==> src/hdl/sync_router_pkg.sv <==
// Package with the timing signal indices, roles and trigger source codes.
package sync_router_pkg;
  localparam int unsigned NUM_SIGNALS = 6;
  localparam int unsigned ROLE_W      = 2;
  localparam int unsigned IDX_TIMEBASE   = 0;
  localparam int unsigned IDX_IN_TRIG    = 1;
  localparam int unsigned IDX_CONVERSION = 2;
  localparam int unsigned IDX_SCAN_START = 3;
  localparam int unsigned IDX_OUT_TRIG   = 4;
  localparam int unsigned IDX_OUT_UPDATE = 5;

  typedef enum logic [1:0] {
    ROLE_DISABLED = 2'h0,
    ROLE_MASTER   = 2'h1,
    ROLE_SLAVE    = 2'h2
  } role_t;

  typedef enum logic [1:0] {
    TRIG_SOFTWARE = 2'h0,
    TRIG_ANALOG   = 2'h1,
    TRIG_DIGITAL  = 2'h2,
    TRIG_SYNC_BUS = 2'h3
  } trig_src_t;

  localparam logic [1:0] ROLE_RESET = 2'h0;
  localparam logic [1:0] SRC_RESET  = 2'h0;
endpackage

==> src/hdl/sync_lane_if.sv <==
// Interface carrying the per-signal routing between the router and its lane logic.
`timescale 1ns/10ps
interface sync_lane_if #(parameter int unsigned N = 6);
  logic [N-1:0] is_master;
  logic [N-1:0] is_slave;
  logic [N-1:0] internal_sig;
  logic [N-1:0] line_in;
  logic [N-1:0] routed_d;
  logic [N-1:0] drive_d;
  modport router (output is_master, output is_slave, output internal_sig, output line_in,
                  input routed_d, input drive_d);
  modport lanes  (input is_master, input is_slave, input internal_sig, input line_in,
                  output routed_d, output drive_d);
endinterface

==> src/hdl/sync_lanes.sv <==
// Per-signal master, slave or disabled selection for the sync bus lines.
`timescale 1ns/10ps
module sync_lanes #(
  parameter int unsigned N = 6
) (
  sync_lane_if.lanes lanes
);
  // A lane count of zero leaves nothing to route.
  if (N == 0) begin : g_bad_n
    $error("sync_lanes needs at least one lane");
  end

  // Slaves substitute the line, others keep their own signal.
  assign lanes.routed_d = (lanes.is_slave & lanes.line_in)
                        | (~lanes.is_slave & lanes.internal_sig);
  // Only a master enables its line driver.
  assign lanes.drive_d  = lanes.is_master;
endmodule

==> src/hdl/card_timing_sync_router.sv <==
// Top of the card timing router between internal timing and the sync bus.
// What this block does
// - Conversion master drives its internal conversion signal onto line.
// - Each of six signals has its own role.
// - Master drives internal signal onto sync line.
// - Reset returns all signals to internal source.
// - Input echo follows selected input trigger source.
// - Output echo follows selected output trigger source.
// - Slave uses incoming line instead of internal.
`timescale 1ns/10ps
module card_timing_sync_router #(
  parameter int unsigned N = sync_router_pkg::NUM_SIGNALS
) (
  // Clock and reset.
  input  wire logic         clock,
  input  wire logic         sys_rst,
  // Role per timing signal, two bits each.
  input  wire logic [2*N-1:0] role_cfg,
  // Trigger source selection.
  input  wire logic [1:0]   in_trig_sel,
  input  wire logic [1:0]   out_trig_sel,
  // Trigger sources for the input side.
  input  wire logic         in_trig_sw,
  input  wire logic         in_trig_analog,
  input  wire logic         in_trig_digital,
  // Trigger sources for the output side.
  input  wire logic         out_trig_sw,
  input  wire logic         out_trig_analog,
  input  wire logic         out_trig_digital,
  // Internally generated timing signals.
  input  wire logic [N-1:0] internal_timing,
  // Sync bus lines, one per signal.
  input  wire logic [N-1:0] board_sync_bus_in,
  output logic      [N-1:0] board_sync_bus_out,
  output logic      [N-1:0] board_sync_bus_oe,
  // Timing signals as used by the card.
  output logic      [N-1:0] timing_used,
  // Trigger echoes.
  output logic              input_trigger_echo,
  output logic              output_trigger_echo
);
  ////////////////////////////////////////////////////////////////////////////
  // Parameter check.

  // The lane indices are fixed, so only six lanes can be served.
  if (N != sync_router_pkg::NUM_SIGNALS) begin : g_bad_n
    $error("card_timing_sync_router supports exactly six timing signals");
  end

  ////////////////////////////////////////////////////////////////////////////
  // Configuration registers, cleared to internal sourcing on reset.

  logic [sync_router_pkg::ROLE_W*N-1:0] role_q;
  logic [1:0]                           in_sel_q;
  logic [1:0]                           out_sel_q;
  logic [N-1:0]                         bus_meta_q;
  logic [N-1:0]                         bus_sync_q;

  // Roles are registered first, so a new setting reaches every lane in one cycle.
  always_ff @(posedge clock) begin
    if (sys_rst) begin
      role_q <= {N{sync_router_pkg::ROLE_RESET}};
    end else begin
      role_q <= role_cfg;
    end
  end

  always_ff @(posedge clock) begin
    if (sys_rst) begin
      in_sel_q <= sync_router_pkg::SRC_RESET;
    end else begin
      in_sel_q <= in_trig_sel;
    end
  end

  always_ff @(posedge clock) begin
    if (sys_rst) begin
      out_sel_q <= sync_router_pkg::SRC_RESET;
    end else begin
      out_sel_q <= out_trig_sel;
    end
  end

  ////////////////////////////////////////////////////////////////////////////
  // Synchroniser for the lines driven by the other boards.

  // Only the second stage is read by logic, since the first may still be settling.
  always_ff @(posedge clock) begin
    if (sys_rst) begin
      bus_meta_q <= '0;
    end else begin
      bus_meta_q <= board_sync_bus_in;
    end
  end

  always_ff @(posedge clock) begin
    if (sys_rst) begin
      bus_sync_q <= '0;
    end else begin
      bus_sync_q <= bus_meta_q;
    end
  end

  ////////////////////////////////////////////////////////////////////////////
  // Role decoding and lane selection.

  function automatic logic role_is(
    input logic [1:0] r,
    input logic [1:0] want
  );
    role_is = (r == want);
  endfunction

  sync_lane_if #(.N(N)) lane_bus ();

  wire logic [N-1:0] master_w;
  wire logic [N-1:0] slave_w;

  // Code three is reserved and decodes as neither role, so it acts as disabled.
  for (genvar i = 0; i < N; i++) begin : g_role
    wire logic [1:0] code_w;
    assign code_w      = role_q[sync_router_pkg::ROLE_W*i +: sync_router_pkg::ROLE_W];
    assign master_w[i] = role_is(code_w, sync_router_pkg::ROLE_MASTER);
    assign slave_w[i]  = role_is(code_w, sync_router_pkg::ROLE_SLAVE);
  end

  assign lane_bus.is_master    = master_w;
  assign lane_bus.is_slave     = slave_w;
  assign lane_bus.internal_sig = internal_timing;
  assign lane_bus.line_in      = bus_sync_q;

  sync_lanes #(.N(N)) u_lanes (
    .lanes (lane_bus.lanes)
  );

  ////////////////////////////////////////////////////////////////////////////
  // Trigger echo selection.

  function automatic logic pick_trig(
    input logic [1:0] sel,
    input logic       sw,
    input logic       an,
    input logic       dg,
    input logic       sb
  );
    unique case (sel)
      sync_router_pkg::TRIG_SOFTWARE: pick_trig = sw;
      sync_router_pkg::TRIG_ANALOG:   pick_trig = an;
      sync_router_pkg::TRIG_DIGITAL:  pick_trig = dg;
      sync_router_pkg::TRIG_SYNC_BUS: pick_trig = sb;
    endcase
  endfunction

  wire logic in_echo_w;
  wire logic out_echo_w;

  // A sync-bus trigger passes the line synchroniser, so it echoes three cycles later.
  assign in_echo_w  = pick_trig(in_sel_q, in_trig_sw, in_trig_analog, in_trig_digital,
                                bus_sync_q[sync_router_pkg::IDX_IN_TRIG]);
  assign out_echo_w = pick_trig(out_sel_q, out_trig_sw, out_trig_analog, out_trig_digital,
                                bus_sync_q[sync_router_pkg::IDX_OUT_TRIG]);

  ////////////////////////////////////////////////////////////////////////////
  // Next values of the output registers.

  wire logic [N-1:0] bus_out_d;
  wire logic [N-1:0] bus_oe_d;
  wire logic [N-1:0] used_d;

  // Data is gated by the enable, so a released line never carries local timing.
  assign bus_out_d = internal_timing & lane_bus.drive_d;
  assign bus_oe_d  = lane_bus.drive_d;
  assign used_d    = lane_bus.routed_d;

  ////////////////////////////////////////////////////////////////////////////
  // Output registers.

  // Data and enable move on the same edge, so a driver never shows stale data.
  always_ff @(posedge clock) begin
    if (sys_rst) begin
      board_sync_bus_out <= '0;
    end else begin
      board_sync_bus_out <= bus_out_d;
    end
  end

  always_ff @(posedge clock) begin
    if (sys_rst) begin
      board_sync_bus_oe <= '0;
    end else begin
      board_sync_bus_oe <= bus_oe_d;
    end
  end

  always_ff @(posedge clock) begin
    if (sys_rst) begin
      timing_used <= '0;
    end else begin
      timing_used <= used_d;
    end
  end

  // The echoes are registered so that they leave the board free of select glitches.
  always_ff @(posedge clock) begin
    if (sys_rst) begin
      input_trigger_echo <= '0;
    end else begin
      input_trigger_echo <= in_echo_w;
    end
  end

  always_ff @(posedge clock) begin
    if (sys_rst) begin
      output_trigger_echo <= '0;
    end else begin
      output_trigger_echo <= out_echo_w;
    end
  end
endmodule

==> config.mk <==
export PLATFORM = sky130hd
export DESIGN_NAME = card_timing_sync_router
export DESIGN_NICKNAME = d
export VERILOG_FILES = /design/src/hdl/sync_router_pkg.sv /design/src/hdl/sync_lane_if.sv /design/src/hdl/sync_lanes.sv /design/src/hdl/card_timing_sync_router.sv
export SDC_FILE = /design/constraint.sdc
export NUM_CORES = 1
export LEC_CHECK = 0
export BUFFER_PORTS_ARGS = -buffer_cell sky130_fd_sc_hd__buf_2
export CORE_MARGIN = 1
export CORE_UTILIZATION = 36
export CTS_BUF_LIST = sky130_fd_sc_hd__clkbuf_8
export CTS_CLUSTER_DIAMETER = 80
export DETAILED_ROUTE_END_ITERATION = 6
export GPL_ROUTABILITY_DRIVEN = 0
export PLACE_DENSITY = 0.63
export RECOVER_POWER = 50
export SYNTH_ARGS = -nofsm -noshare
export SYNTH_HDL_FRONTEND = slang
export SYNTH_HIERARCHICAL = 1
export SYNTH_SLANG_ARGS = --single-unit
==> constraint.sdc <==
create_clock -name clock -period 1.2 [get_ports clock]
set_input_delay 0.3 -clock clock [delete_from_list [all_inputs] [get_ports clock]]
set_output_delay 0.3 -clock clock [all_outputs]
set_load 0.02 [all_outputs]
Word-level counts from Yosys, hierarchy flattened
Index checks and enable logic that the tools add are counted.
W data, S select, Z words.
{"block": "op_classes", "mux": 2, "n_shift": 0, "div": 0, "n_lt_le_gt_ge": 0, "reduce_logical": 2, "bitwise_logic": 5, "addsub": 0, "n_eq_ne": 18, "n_mul": 0}
{"op": "$eq A2 B2 Y1 const B", "count": 10}
{"op": "$and A6 B6 Y6", "count": 3}
{"op": "$eq A2 B1 Y1 const B", "count": 8}
{"op": "$pmux W1 S4", "count": 2}
{"op": "$not A6 Y6", "count": 1}
{"op": "$or A6 B6 Y6", "count": 1}
{"op": "$logic_not A2 Y1", "count": 2}
{"block": "word_totals", "rom_bits": 0, "in_bits": 36, "mem_count": 0, "ff_bits": 48, "latchBits": 0, "word_cells": 37, "ram_bits": 0}

Depth between registers and ports, before layout
Gate-level depths: netlist (run 1).
{"block": "depth", "word_depth": 4, "mapped_depth": 4, "depth_no_buf": 3}

Hierarchy
The synthesis (run 1) kept the hierarchy.
{"mod": "card_timing_sync_router", "cells_each": 114, "area_per_inst_um2": 1422.6, "seq_area_each_um2": 960.9, "n_inst": 1}
{"mod": "sync_lanes", "cells_each": 12, "area_per_inst_um2": 135.1, "seq_area_each_um2": 0.0, "n_inst": 1}

Worst setup path before layout (run 1)
Ideal clock, no wire load.
{"block": "synth_timing", "path_kind": "register to register", "startpoint": "register in_sel_q[0]", "endpoint": "register input_trigger_echo", "stages_incl_launch_ff": 3, "setup_ns": 0.112, "slack_ns": 0.175, "path_buffers": 0, "arrival_time_ns": 0.913, "synth_period_minus_slack_ns": 1.025, "path_cell_list": "dfxtp_1 mux4_2 nor2b_4"}
{"block": "synth_between", "elab_chain_len": 2}
{"item": "start, declared", "line_no": "card_timing_sync_router.sv:54", "source": "logic [1:0] in_sel_q;"}
{"item": "start signal, assigned", "line_no": "card_timing_sync_router.sv:70", "source": "in_sel_q <= sync_router_pkg::SRC_RESET;"}
{"item": "start signal, assigned", "line_no": "card_timing_sync_router.sv:72", "source": "in_sel_q <= in_trig_sel;"}
{"item": "$eq A2 B2 Y1 (tied with other cells)", "line_no": "card_timing_sync_router.sv:146", "source": "unique case (sel)"}
{"item": "$pmux W1 S4 *", "line_no": "card_timing_sync_router.sv:146"}
{"item": "end signal, assigned", "line_no": "card_timing_sync_router.sv:208", "source": "input_trigger_echo <= in_echo_w;"}
{"item": "end, declared", "line_no": "card_timing_sync_router.sv:39", "source": "output logic input_trigger_echo,"}
Every way passes the cells marked *; elsewhere a longest branch is shown, timed or not.
A chain may end at the register's enable or synchronous reset.

Final worst setup path (run 1)
{"block": "layout_timing", "startpoint": "register out_sel_q[0]", "endpoint": "register output_trigger_echo"}
{"block": "layout_between", "elab_chain_len": 2}
{"item": "start, declared", "line_no": "card_timing_sync_router.sv:55", "source": "logic [1:0] out_sel_q;"}
{"item": "start signal, assigned", "line_no": "card_timing_sync_router.sv:78", "source": "out_sel_q <= sync_router_pkg::SRC_RESET;"}
{"item": "start signal, assigned", "line_no": "card_timing_sync_router.sv:80", "source": "out_sel_q <= out_trig_sel;"}
{"item": "$eq A2 B2 Y1 (tied with other cells)", "line_no": "card_timing_sync_router.sv:146"}
{"item": "$pmux W1 S4 *", "line_no": "card_timing_sync_router.sv:146"}
{"item": "end signal, assigned", "line_no": "card_timing_sync_router.sv:216", "source": "output_trigger_echo <= out_echo_w;"}
{"item": "end, declared", "line_no": "card_timing_sync_router.sv:40", "source": "output logic output_trigger_echo"}
Marked as above.

==> metrics.md, run 1 <==
| Metric | Value |
|---|---|
| Share of cells above drive strength 1 | just under 40% |
| PortBufs | 55 |
| Leakage | about 0.9 nW |
| Max Freq | just over 0.9 GHz |
| Root Buffer | clkbuf_8 |
| Post-Syn Area per Cell | 12.36 sq um |
| Initial cell density of the core | approximately two fifths |
| Vias in the first global route | approximately 950 |
| Most used DFF post-synth | dfxtp_1 |
| Register cell area after layout | between 900 and 1000 sq um |
| DR vias | between 900 and 1000 |
| Htree depth | 2 |
| Mapped cell area | about 1600 sq um |
| Wire per inst | roughly 10 um |
| DR iter-0 viols | 18 |
| Sequential power share | 55.3% |
| Post-CTS Setup Repair Bufs | 0 |
| Synth top area cells | dfxtp_1 (62%), nor2b_1 (21%), mux2_4 (5.8%), buf_4 (2.9%), mux4_2 (2.9%) |
| Fin Clk Skew | around 5.7 ps |
| DRT antenna net count | 0 |
| Worst reg-to-reg setup slack | between 100 and 150 ps |
| Clock Path Buffers | 2 |
| Slew @ Worst Pin | a little under 400 ps |
| Hold Fails Final Rpt | 0 |
| Setup TNS | 0 ps |
| Residual DRC | 0 |
| Final worst slack | approximately 110 ps |
| Headroom to the max-slew limit | between 70% and 80% |
| Worst reg2reg endpoint | output_trigger_echo$_SDFF_PP0_ |
| Crit path from | out_sel_q[0]$_SDFF_PP0_ |
| Clk pwr share | between 30% and 40% |
| PwrDens | 1556 nW/um^2 |
| Final nets | 219 |
| Die X-Extent | 67.78 um |
| CP Capture Point | output_trigger_echo$_SDFF_PP0_ |
| Reg2reg path depth | 2 |
| Worst path required time | between 1000 and 1500 ps |
| Slowest CP cell | mux4_2 |
| Switching power | 0.6257 mW |
| Syn Nets | ~160 |
| HP Start | board_sync_bus_in[3] |
| Worst path cell trace | mux4_2, nor2b_4 |
| Largest net degree at the start of global routing | 20 |
| Final setup vio count | 0 |
| Top Family by Delay on Critical Path | multiplexers |
| Ys Warns | 6 |
| Fillers | a little over 400 |
| Num rows | 23 |
| Sw Ratio | 20.46% |
| Layout Utilization | between 40% and 50% |
| Crit Path Class | reg2reg |
| Die Ht | around 68 um |
| Max Slew Vio Count | 0 |
| #FFs+latches synth | 48 |
| CP max stage delay | 500 ps |
| CP Data Arrival Time | ~1300 ps |
| Period utilization | 90.62% |
| Total core area | approximately 4000 sq um |
| Sequential fraction of the synthesis area | between 60% and 70% |
| Drt pass-1 iters | 2 |
| Clk_lat worst skew | between 200 and 300 ps |
| Critical Path Fanout Max | 1 |
| Async set-reset flop share out of synthesis | 0% |
| Via density | 4.085 |
| Startpoint types | flop |
| Crit. End Element | flop |
| EDFF count, synth | 0 |
| WP depth | 2 |
| Top cell type's share of synthesized area | approximately three fifths |
| Post-synth top area cell | dfxtp_1 |
| Worst r2r src | out_sel_q[0]$_SDFF_PP0_ |
| Area of the multi-input gates | between 500 and 600 sq um |
| RSZ-0062 raised after global routing | no |
| Max-cap violations | 0 |
| Gr ovfl total | 0 |
| Count of cell types in the netlist | 9 |
| Antenna violations before repair | 0 |
| Count leader, synth | nor2b_1 |
| Gate Count Post-Synth | ~130 |
| Status | complete, no violations |
| CTS tree | yes |
| Comb pwr share | ~8.7% |
| First-pass GRT wire length | roughly 3800 um |
| Num CTS Buffers | 5 |
| Placed instance area | around 1900 sq um |
| Final Total Pwr | 3.058 mW |
| Worst Setup Slack post-DPL | about 99 ps |
| Final Cell Area | 1966 sq um |
| DP Wirelength | around 1900 um |
| Tot GR Track Use | between 10% and 20% |
| Antenna diode count | 0 |
| IO Pins | 56 |
| Total wire length | around 2400 um |
| Tmin final | about 1100 ps |
| HP Class | in2reg |
| Max IR drop VDD | 0.8138 mV |
| Area delta synth->final | 26.19% |
| WP buf/inv | 0 |
| # resized after CTS | 0 |
| Cts hold-fix bufs | 0 |
| Clock sinks | 48 |
| Post-synth top cells | nor2b_1 (52), dfxtp_1 (48), and2_1 (6), buf_4 (6), mux2_4 (6) |
| Clk pin slew, worst setup/hold paths | approximately 80 ps |
| Die area | about 4600 sq um |
| Int Pwr | 2.432 mW |
cell usage in the layout (no fill, tap or decap):
| master | instances |
|---|---|
| mux2_4 | 6 |
| buf_2 | 54 |
| inv_1 | 1 |
| clkbuf_8 | 5 |
| nor2b_4 | 2 |
| clkinv_2 | 1 |
| dfxtp_1 | 48 |
| clkbuf_1 | 5 |
| and2_1 | 6 |
| mux4_2 | 2 |
| bufinv_16 | 1 |
| nor2b_1 | 52 |
| buf_12 | 1 |
routing by layer:
metal  GRT usage, %  vias up  routed length [um]
met3          3.547        5                 100
met4          7.031        0                  38
met5              0        -                   0
li1               -      494                   -
met1          9.667      432                 841
met2          22.52       25                1399
how the worst min path moves through the flow:
stage,cells past startpoint,slack (ps),endpoint
after floorplan,1,380,board_sync_bus_oe[0]$_SDFF_PP0_
after global placement,1,420,bus_sync_q[0]$_SDFF_PP0_
after detailed placement,1,420,bus_sync_q[0]$_SDFF_PP0_
after CTS,2,200,bus_meta_q[3]$_SDFF_PP0_
after global routing,2,220,bus_meta_q[3]$_SDFF_PP0_
final,2,210,bus_meta_q[3]$_SDFF_PP0_
final cells by class:
type                    count  area share (%)
repair buffers             60           15.72
multi-input cells          68           26.73
well taps                  50           3.183
clock inverters             3           1.973
clock buffers               5           3.501
flip-flops and latches     48           48.89
state kept, by name, indices dropped and copies added, names as in the netlist:
register             cells
out_sel_q                2
output_trigger_echo      1
timing_used              6
input_trigger_echo       1
bus_sync_q               6
bus_meta_q               6
board_sync_bus_out       6
in_sel_q                 2
board_sync_bus_oe        6
role_q                  12
cell families (layout without fill, tap and decap cells):
family	after synthesis	after routing	synth area share, %
buf+inv	10	68	4.578
flops	48	48	61.69
mux	8	8	8.675
simple gates	60	60	25.06
metrics by stage:
stage,hold slack [ps],cells
2_1_floorplan,379.1,126
5_1_grt,216.2,234
3_3_place_gp,417.2,226
6_report,213.8,234
4_1_cts,201.7,234
3_5_place_dp,421.8,226
power groups by stage:
stage / clock [mW] / sequential (mW) / combinational [mW]
finish: 1.10 / 1.69 / 0.268
global route: 1.21 / 1.70 / 0.294
CTS: 1.14 / 1.69 / 0.279
detailed placement: 0 / 1.73 / 0.279
global placement: 0 / 1.73 / 0.270
floorplan: 0 / 1.76 / 0.143
No activity file was read; power rests on OpenSTA's default activity.
==> inputs of run 2 (changes only) <==
--- a/config.mk
+++ b/config.mk
@@ -5,6 +5,7 @@
 export SDC_FILE = /design/constraint.sdc
 export NUM_CORES = 1
 export LEC_CHECK = 0
+export ABC_AREA = 1
 export BUFFER_PORTS_ARGS = -buffer_cell sky130_fd_sc_hd__buf_2
 export CORE_MARGIN = 1
 export CORE_UTILIZATION = 36
@@ -12,7 +13,7 @@
 export CTS_CLUSTER_DIAMETER = 80
 export DETAILED_ROUTE_END_ITERATION = 6
 export GPL_ROUTABILITY_DRIVEN = 0
-export PLACE_DENSITY = 0.63
+export PLACE_DENSITY = 0.62
 export RECOVER_POWER = 50
 export SYNTH_ARGS = -nofsm -noshare
 export SYNTH_HDL_FRONTEND = slang
==> constraint.sdc (replaced) <==
create_clock -name clock -period 1.1 [get_ports clock]
set_input_delay 0.275 -clock clock [delete_from_list [all_inputs] [get_ports clock]]
set_output_delay 0.275 -clock clock [all_outputs]
set_load 0.02 [all_outputs]
==> run 2 against run 1 <==
  * Synthesized cell count up 78%
  * Clock power up 15%
  * Die area is 7.5% higher
  * Final cell count up 41%
  * Synthesized area up 7.7%
  * Critical endpoint is now timing_used[2]
  * Worst setup slack got worse by 64 ps
==> metrics.md, run 2 <==
| Metric | Value |
|---|---|
| Status | complete, no violations (unchanged) |
| First-pass GRT wire length | 3981 um (was 3753 um) |
| Final worst slack | 48.23 ps (was 112.5 ps) |
| Placed Instances | 321 (was 226) |
| Antenna violations before repair | 0 (unchanged) |
| Top Family by Delay on Critical Path | flip-flops (was multiplexers) |
| Post-synthesis simple-gate area fraction | 22.52% (was 25.06%) |
| Fin Clk Skew | 4.948 ps (was 5.712 ps) |
| Htree depth | 2 (unchanged) |
| Antenna diode count | 0 (unchanged) |
| Headroom to the max-slew limit | 43.57% (was 74.00%) |
| Die X-Extent | 70.27 um (was 67.78 um) |
| Post-synthesis xor/xnor area fraction | 0% (unchanged) |
| Clock sinks | 48 (unchanged) |
| Top cell type's share of synthesized area | 57.27% (was 61.69%) |
| IO Pins | 56 (unchanged) |
| Die area | 4938 sq um (was 4594 sq um) |
| Max Slew Vio Count | 0 (unchanged) |
| CP max stage delay | 320 ps (was 500 ps) |
| WP depth | 1 (was 2) |
| Worst Setup Slack post-DPL | 283.0 ps (was 98.85 ps) |
| Count of cell types in the netlist | 8 (was 9) |
| Max-cap violations | 0 (unchanged) |
| Adder-Cell Fraction of Synth Area | 0% (unchanged) |
| Share of cells above drive strength 1 | 23.10% (was 39.13%) |
| Clk_lat worst skew | 300 ps (was 290 ps) |
| CTS tree | yes (unchanged) |
| Most used DFF post-synth | dfxtp_1 (unchanged) |
| Wire per inst | 7.140 um (was 10.17 um) |
| DP Wirelength | 1685 um (was 1890 um) |
| EDFF count, synth | 0 (unchanged) |
| Max IR drop VDD | 0.8164 mV (was 0.8138 mV) |
| Max Freq | 0.9508 GHz |
| Ys Warns | 6 (unchanged) |
| Largest family of logic cells by synthesized area | simple AND/OR/NAND/NOR gates (unchanged) |
| Gr ovfl total | 0 (unchanged) |
| PortBufs | 55 (unchanged) |
| Crit. End Element | output pin (was flop) |
| DRT antenna net count | 0 (unchanged) |
| Post-CTS Setup Repair Bufs | 0 (unchanged) |
| Post-synth top cells | inv_1 (65), nor2_1 (64), dfxtp_1 (48) (was nor2b_1 (52), dfxtp_1 (48), and2_1 (6), buf_4 (6), mux2_4 (6)) |
| DR vias | 1229 (was 956) |
| Tot GR Track Use | 10.41% (was 11.43%) |
| Slowest CP cell | dfxtp_1 (was mux4_2) |
| Commonest non-fill, non-tap cells in the layout | inv_1 (65), nor2_1 (64), buf_2 (54) (was buf_2 (54), nor2b_1 (52), dfxtp_1 (48)) |
| CP Data Arrival Time | 780 ps (was 1260 ps) |
| Commonest non-fill, non-tap cell in the layout | inv_1 (was buf_2) |
| Sequential fraction of the synthesis area | 57.27% (was 61.69%) |
| Residual DRC | 0 (unchanged) |
| Final nets | 312 (was 219) |
| Post-synthesis mux area share | 0% (was 8.675%) |
| Die Ht | 70.27 um (was 67.78 um) |
| Post-synth top area cell | dfxtp_1 (unchanged) |
| #FFs+latches synth | 48 (unchanged) |
| Worst path required time | 820 ps (was 1380 ps) |
| Largest net degree at the start of global routing | 47 (was 20) |
| Total wire length | 2349 um (was 2379 um) |
| Crit path from | timing_used[2]$_SDFF_PP0_ (was out_sel_q[0]$_SDFF_PP0_) |
| CP Capture Point | timing_used[2] (was output_trigger_echo$_SDFF_PP0_) |
| HP Class | in2reg (unchanged) |
| Startpoint types | flop (unchanged) |
| Count leader, synth | inv_1 (was nor2b_1) |
| Period utilization | 95.62% |
| Tmin final | between 1000 and 1500 ps |
| PwrDens | 1664 nW/um^2 (was 1556 nW/um^2) |
| Vias in the first global route | 1019 (was 954) |
| Num CTS Buffers | 5 (unchanged) |
| Drt pass-1 iters | 4 (was 2) |
| Clk pin slew, worst setup/hold paths | 90 ps (was 80 ps) |
| Slew @ Worst Pin | 846.5 ps (was 390.0 ps) |
| Total core area | 4414 sq um (was 4086 sq um) |
| Leakage | 1.169 nW (was 0.9184 nW) |
| Worst r2r src | role_q[9]$_SDFF_PP0_ (was out_sel_q[0]$_SDFF_PP0_) |
| Syn Nets | 260 (was 162) |
| Fillers | 454 (was 409) |
| Critical Path Fanout Max | 1 (unchanged) |
| Gate Count Post-Synth | 224 (was 126) |
| Num rows | 24 (was 23) |
| Post-Syn Area per Cell | 7.490 sq um (was 12.36 sq um) |
| Via density | 3.736 (was 4.085) |
| Cts hold-fix bufs | 0 (unchanged) |
| Final setup vio count | 0 (unchanged) |
| RSZ-0062 raised after global routing | no (unchanged) |
| Async set-reset flop share out of synthesis | 0% (unchanged) |
| Fin cells | 329 (was 234) |
| WP buf/inv | 1 (was 0) |
| DR iter-0 viols | 12 (was 18) |
| Initial cell density of the core | 38.01% (was 38.12%) |
| Synth top area cells | dfxtp_1 (57%), inv_1 (15%), nor2_1 (14%), nand2_1 (7.6%), buf_4 (2.7%) (was dfxtp_1 (62%), nor2b_1 (21%), mux2_4 (5.8%), buf_4 (2.9%), mux4_2 (2.9%)) |
| Root Buffer | clkbuf_8 (unchanged) |
| Reg2reg path depth | 7 (was 2) |
| Worst reg-to-reg setup slack | 240 ps (was 110 ps) |
| Crit Path Class | reg2out (was reg2reg) |
| Hold Fails Final Rpt | 0 (unchanged) |
| Area delta synth->final | 22.00% (was 26.19%) |
| Mapped cell area | 1678 sq um (was 1558 sq um) |
| Worst path cell trace | buf_2 (was mux4_2, nor2b_4) |
| Biggest register | role_q (unchanged) |
| Setup TNS | 0 ps (unchanged) |
| Post-synthesis compound-gate area fraction | 0% (unchanged) |
| Worst reg2reg endpoint | timing_used[4]$_SDFF_PP0_ (was output_trigger_echo$_SDFF_PP0_) |
| Largest register FFs | 12 (unchanged) |
| Clock Path Buffers | 2 (unchanged) |
==> run 2: changes by cell type in the layout (fill, tap and decap cells not counted), sizes merged <==
cell    change
inv        +64
clkinv      +1
nor2b      -54
nand2      +34
nand3       +2
clkbuf      -4
and2        -6
mux4        -2
mux2        -6
nor2       +64
==> run 2: area by class of cell <==
class	instances	area (sq um)	area share [%]
Clock buffer	5	68.82	3.362
Clock inverter	3	47.55	2.323
Inverter	65	244.0	11.92
Multi-Input combinational cell	100	377.9	18.46
Tap cell	52	65.06	3.178
Timing Repair Buffer	56	282.8	13.81
Sequential cell	48	960.9	46.94
==> run 2: layer usage <==
| layer | wire [um] | GRT usage (%) | vias to the layer above |
|---|---|---|---|
| li1 | - | - | 702 |
| met1 | 1065 | 10.76 | 489 |
| met2 | 1074 | 17.67 | 34 |
| met3 | 180 | 5.051 | 4 |
| met4 | 28 | 4.667 | 0 |
| met5 | 0 | 0 | - |
==> run 2: logic make-up (layout without fill, tap and decap cells) <==
group,after synthesis,count (layout)
simple gates,100,100
buf+inv,76,129
flops,48,48
==> run 2: repair_timing <==
item / in CTS / in global routing
resized for setup: 0 / 1
setup endpoints to repair: 0 / 1
endpoints found under the hold margin: 0 / 0
==> run 2: metrics by stage <==
step	cell area, sq um	util [%]	hold slack [ps]	power (mW)
after CTS	2059	46.66	158.5	3.452
after global routing	2047	46.37	163.9	3.575
after global placement	1943	44.02	389.9	2.184
after detailed placement	1943	44.02	393.6	2.188
final	2047	46.37	168.0	3.406
after floorplan	1678	-	382.0	2.093
==> run 2: power by group <==
| group | switching (mW) | leakage (nW) | internal [mW] |
|---|---|---|---|
| logic | 0.166 | 0.714 | 0.121 |
| clock network | 0.586 | 0.0583 | 0.684 |
| registers | 0.0276 | 0.397 | 1.82 |
| total | 0.780 | 1.17 | 2.63 |
==> run 2: how the worst min path moves through the flow <==
stage / end / start / cells past startpoint / slack, ps
2_1_floorplan: bus_meta_q[0]$_SDFF_PP0_ / board_sync_bus_in[0] / 2 / 380
3_5_place_dp: bus_sync_q[0]$_SDFF_PP0_ / bus_meta_q[0]$_SDFF_PP0_ / 2 / 390
5_1_grt: role_q[10]$_SDFF_PP0_ / role_cfg[10] / 3 / 160
4_1_cts: role_q[0]$_SDFF_PP0_ / role_cfg[0] / 3 / 160
6_report: role_q[0]$_SDFF_PP0_ / role_cfg[0] / 3 / 170
3_3_place_gp: bus_sync_q[2]$_SDFF_PP0_ / bus_meta_q[2]$_SDFF_PP0_ / 2 / 390
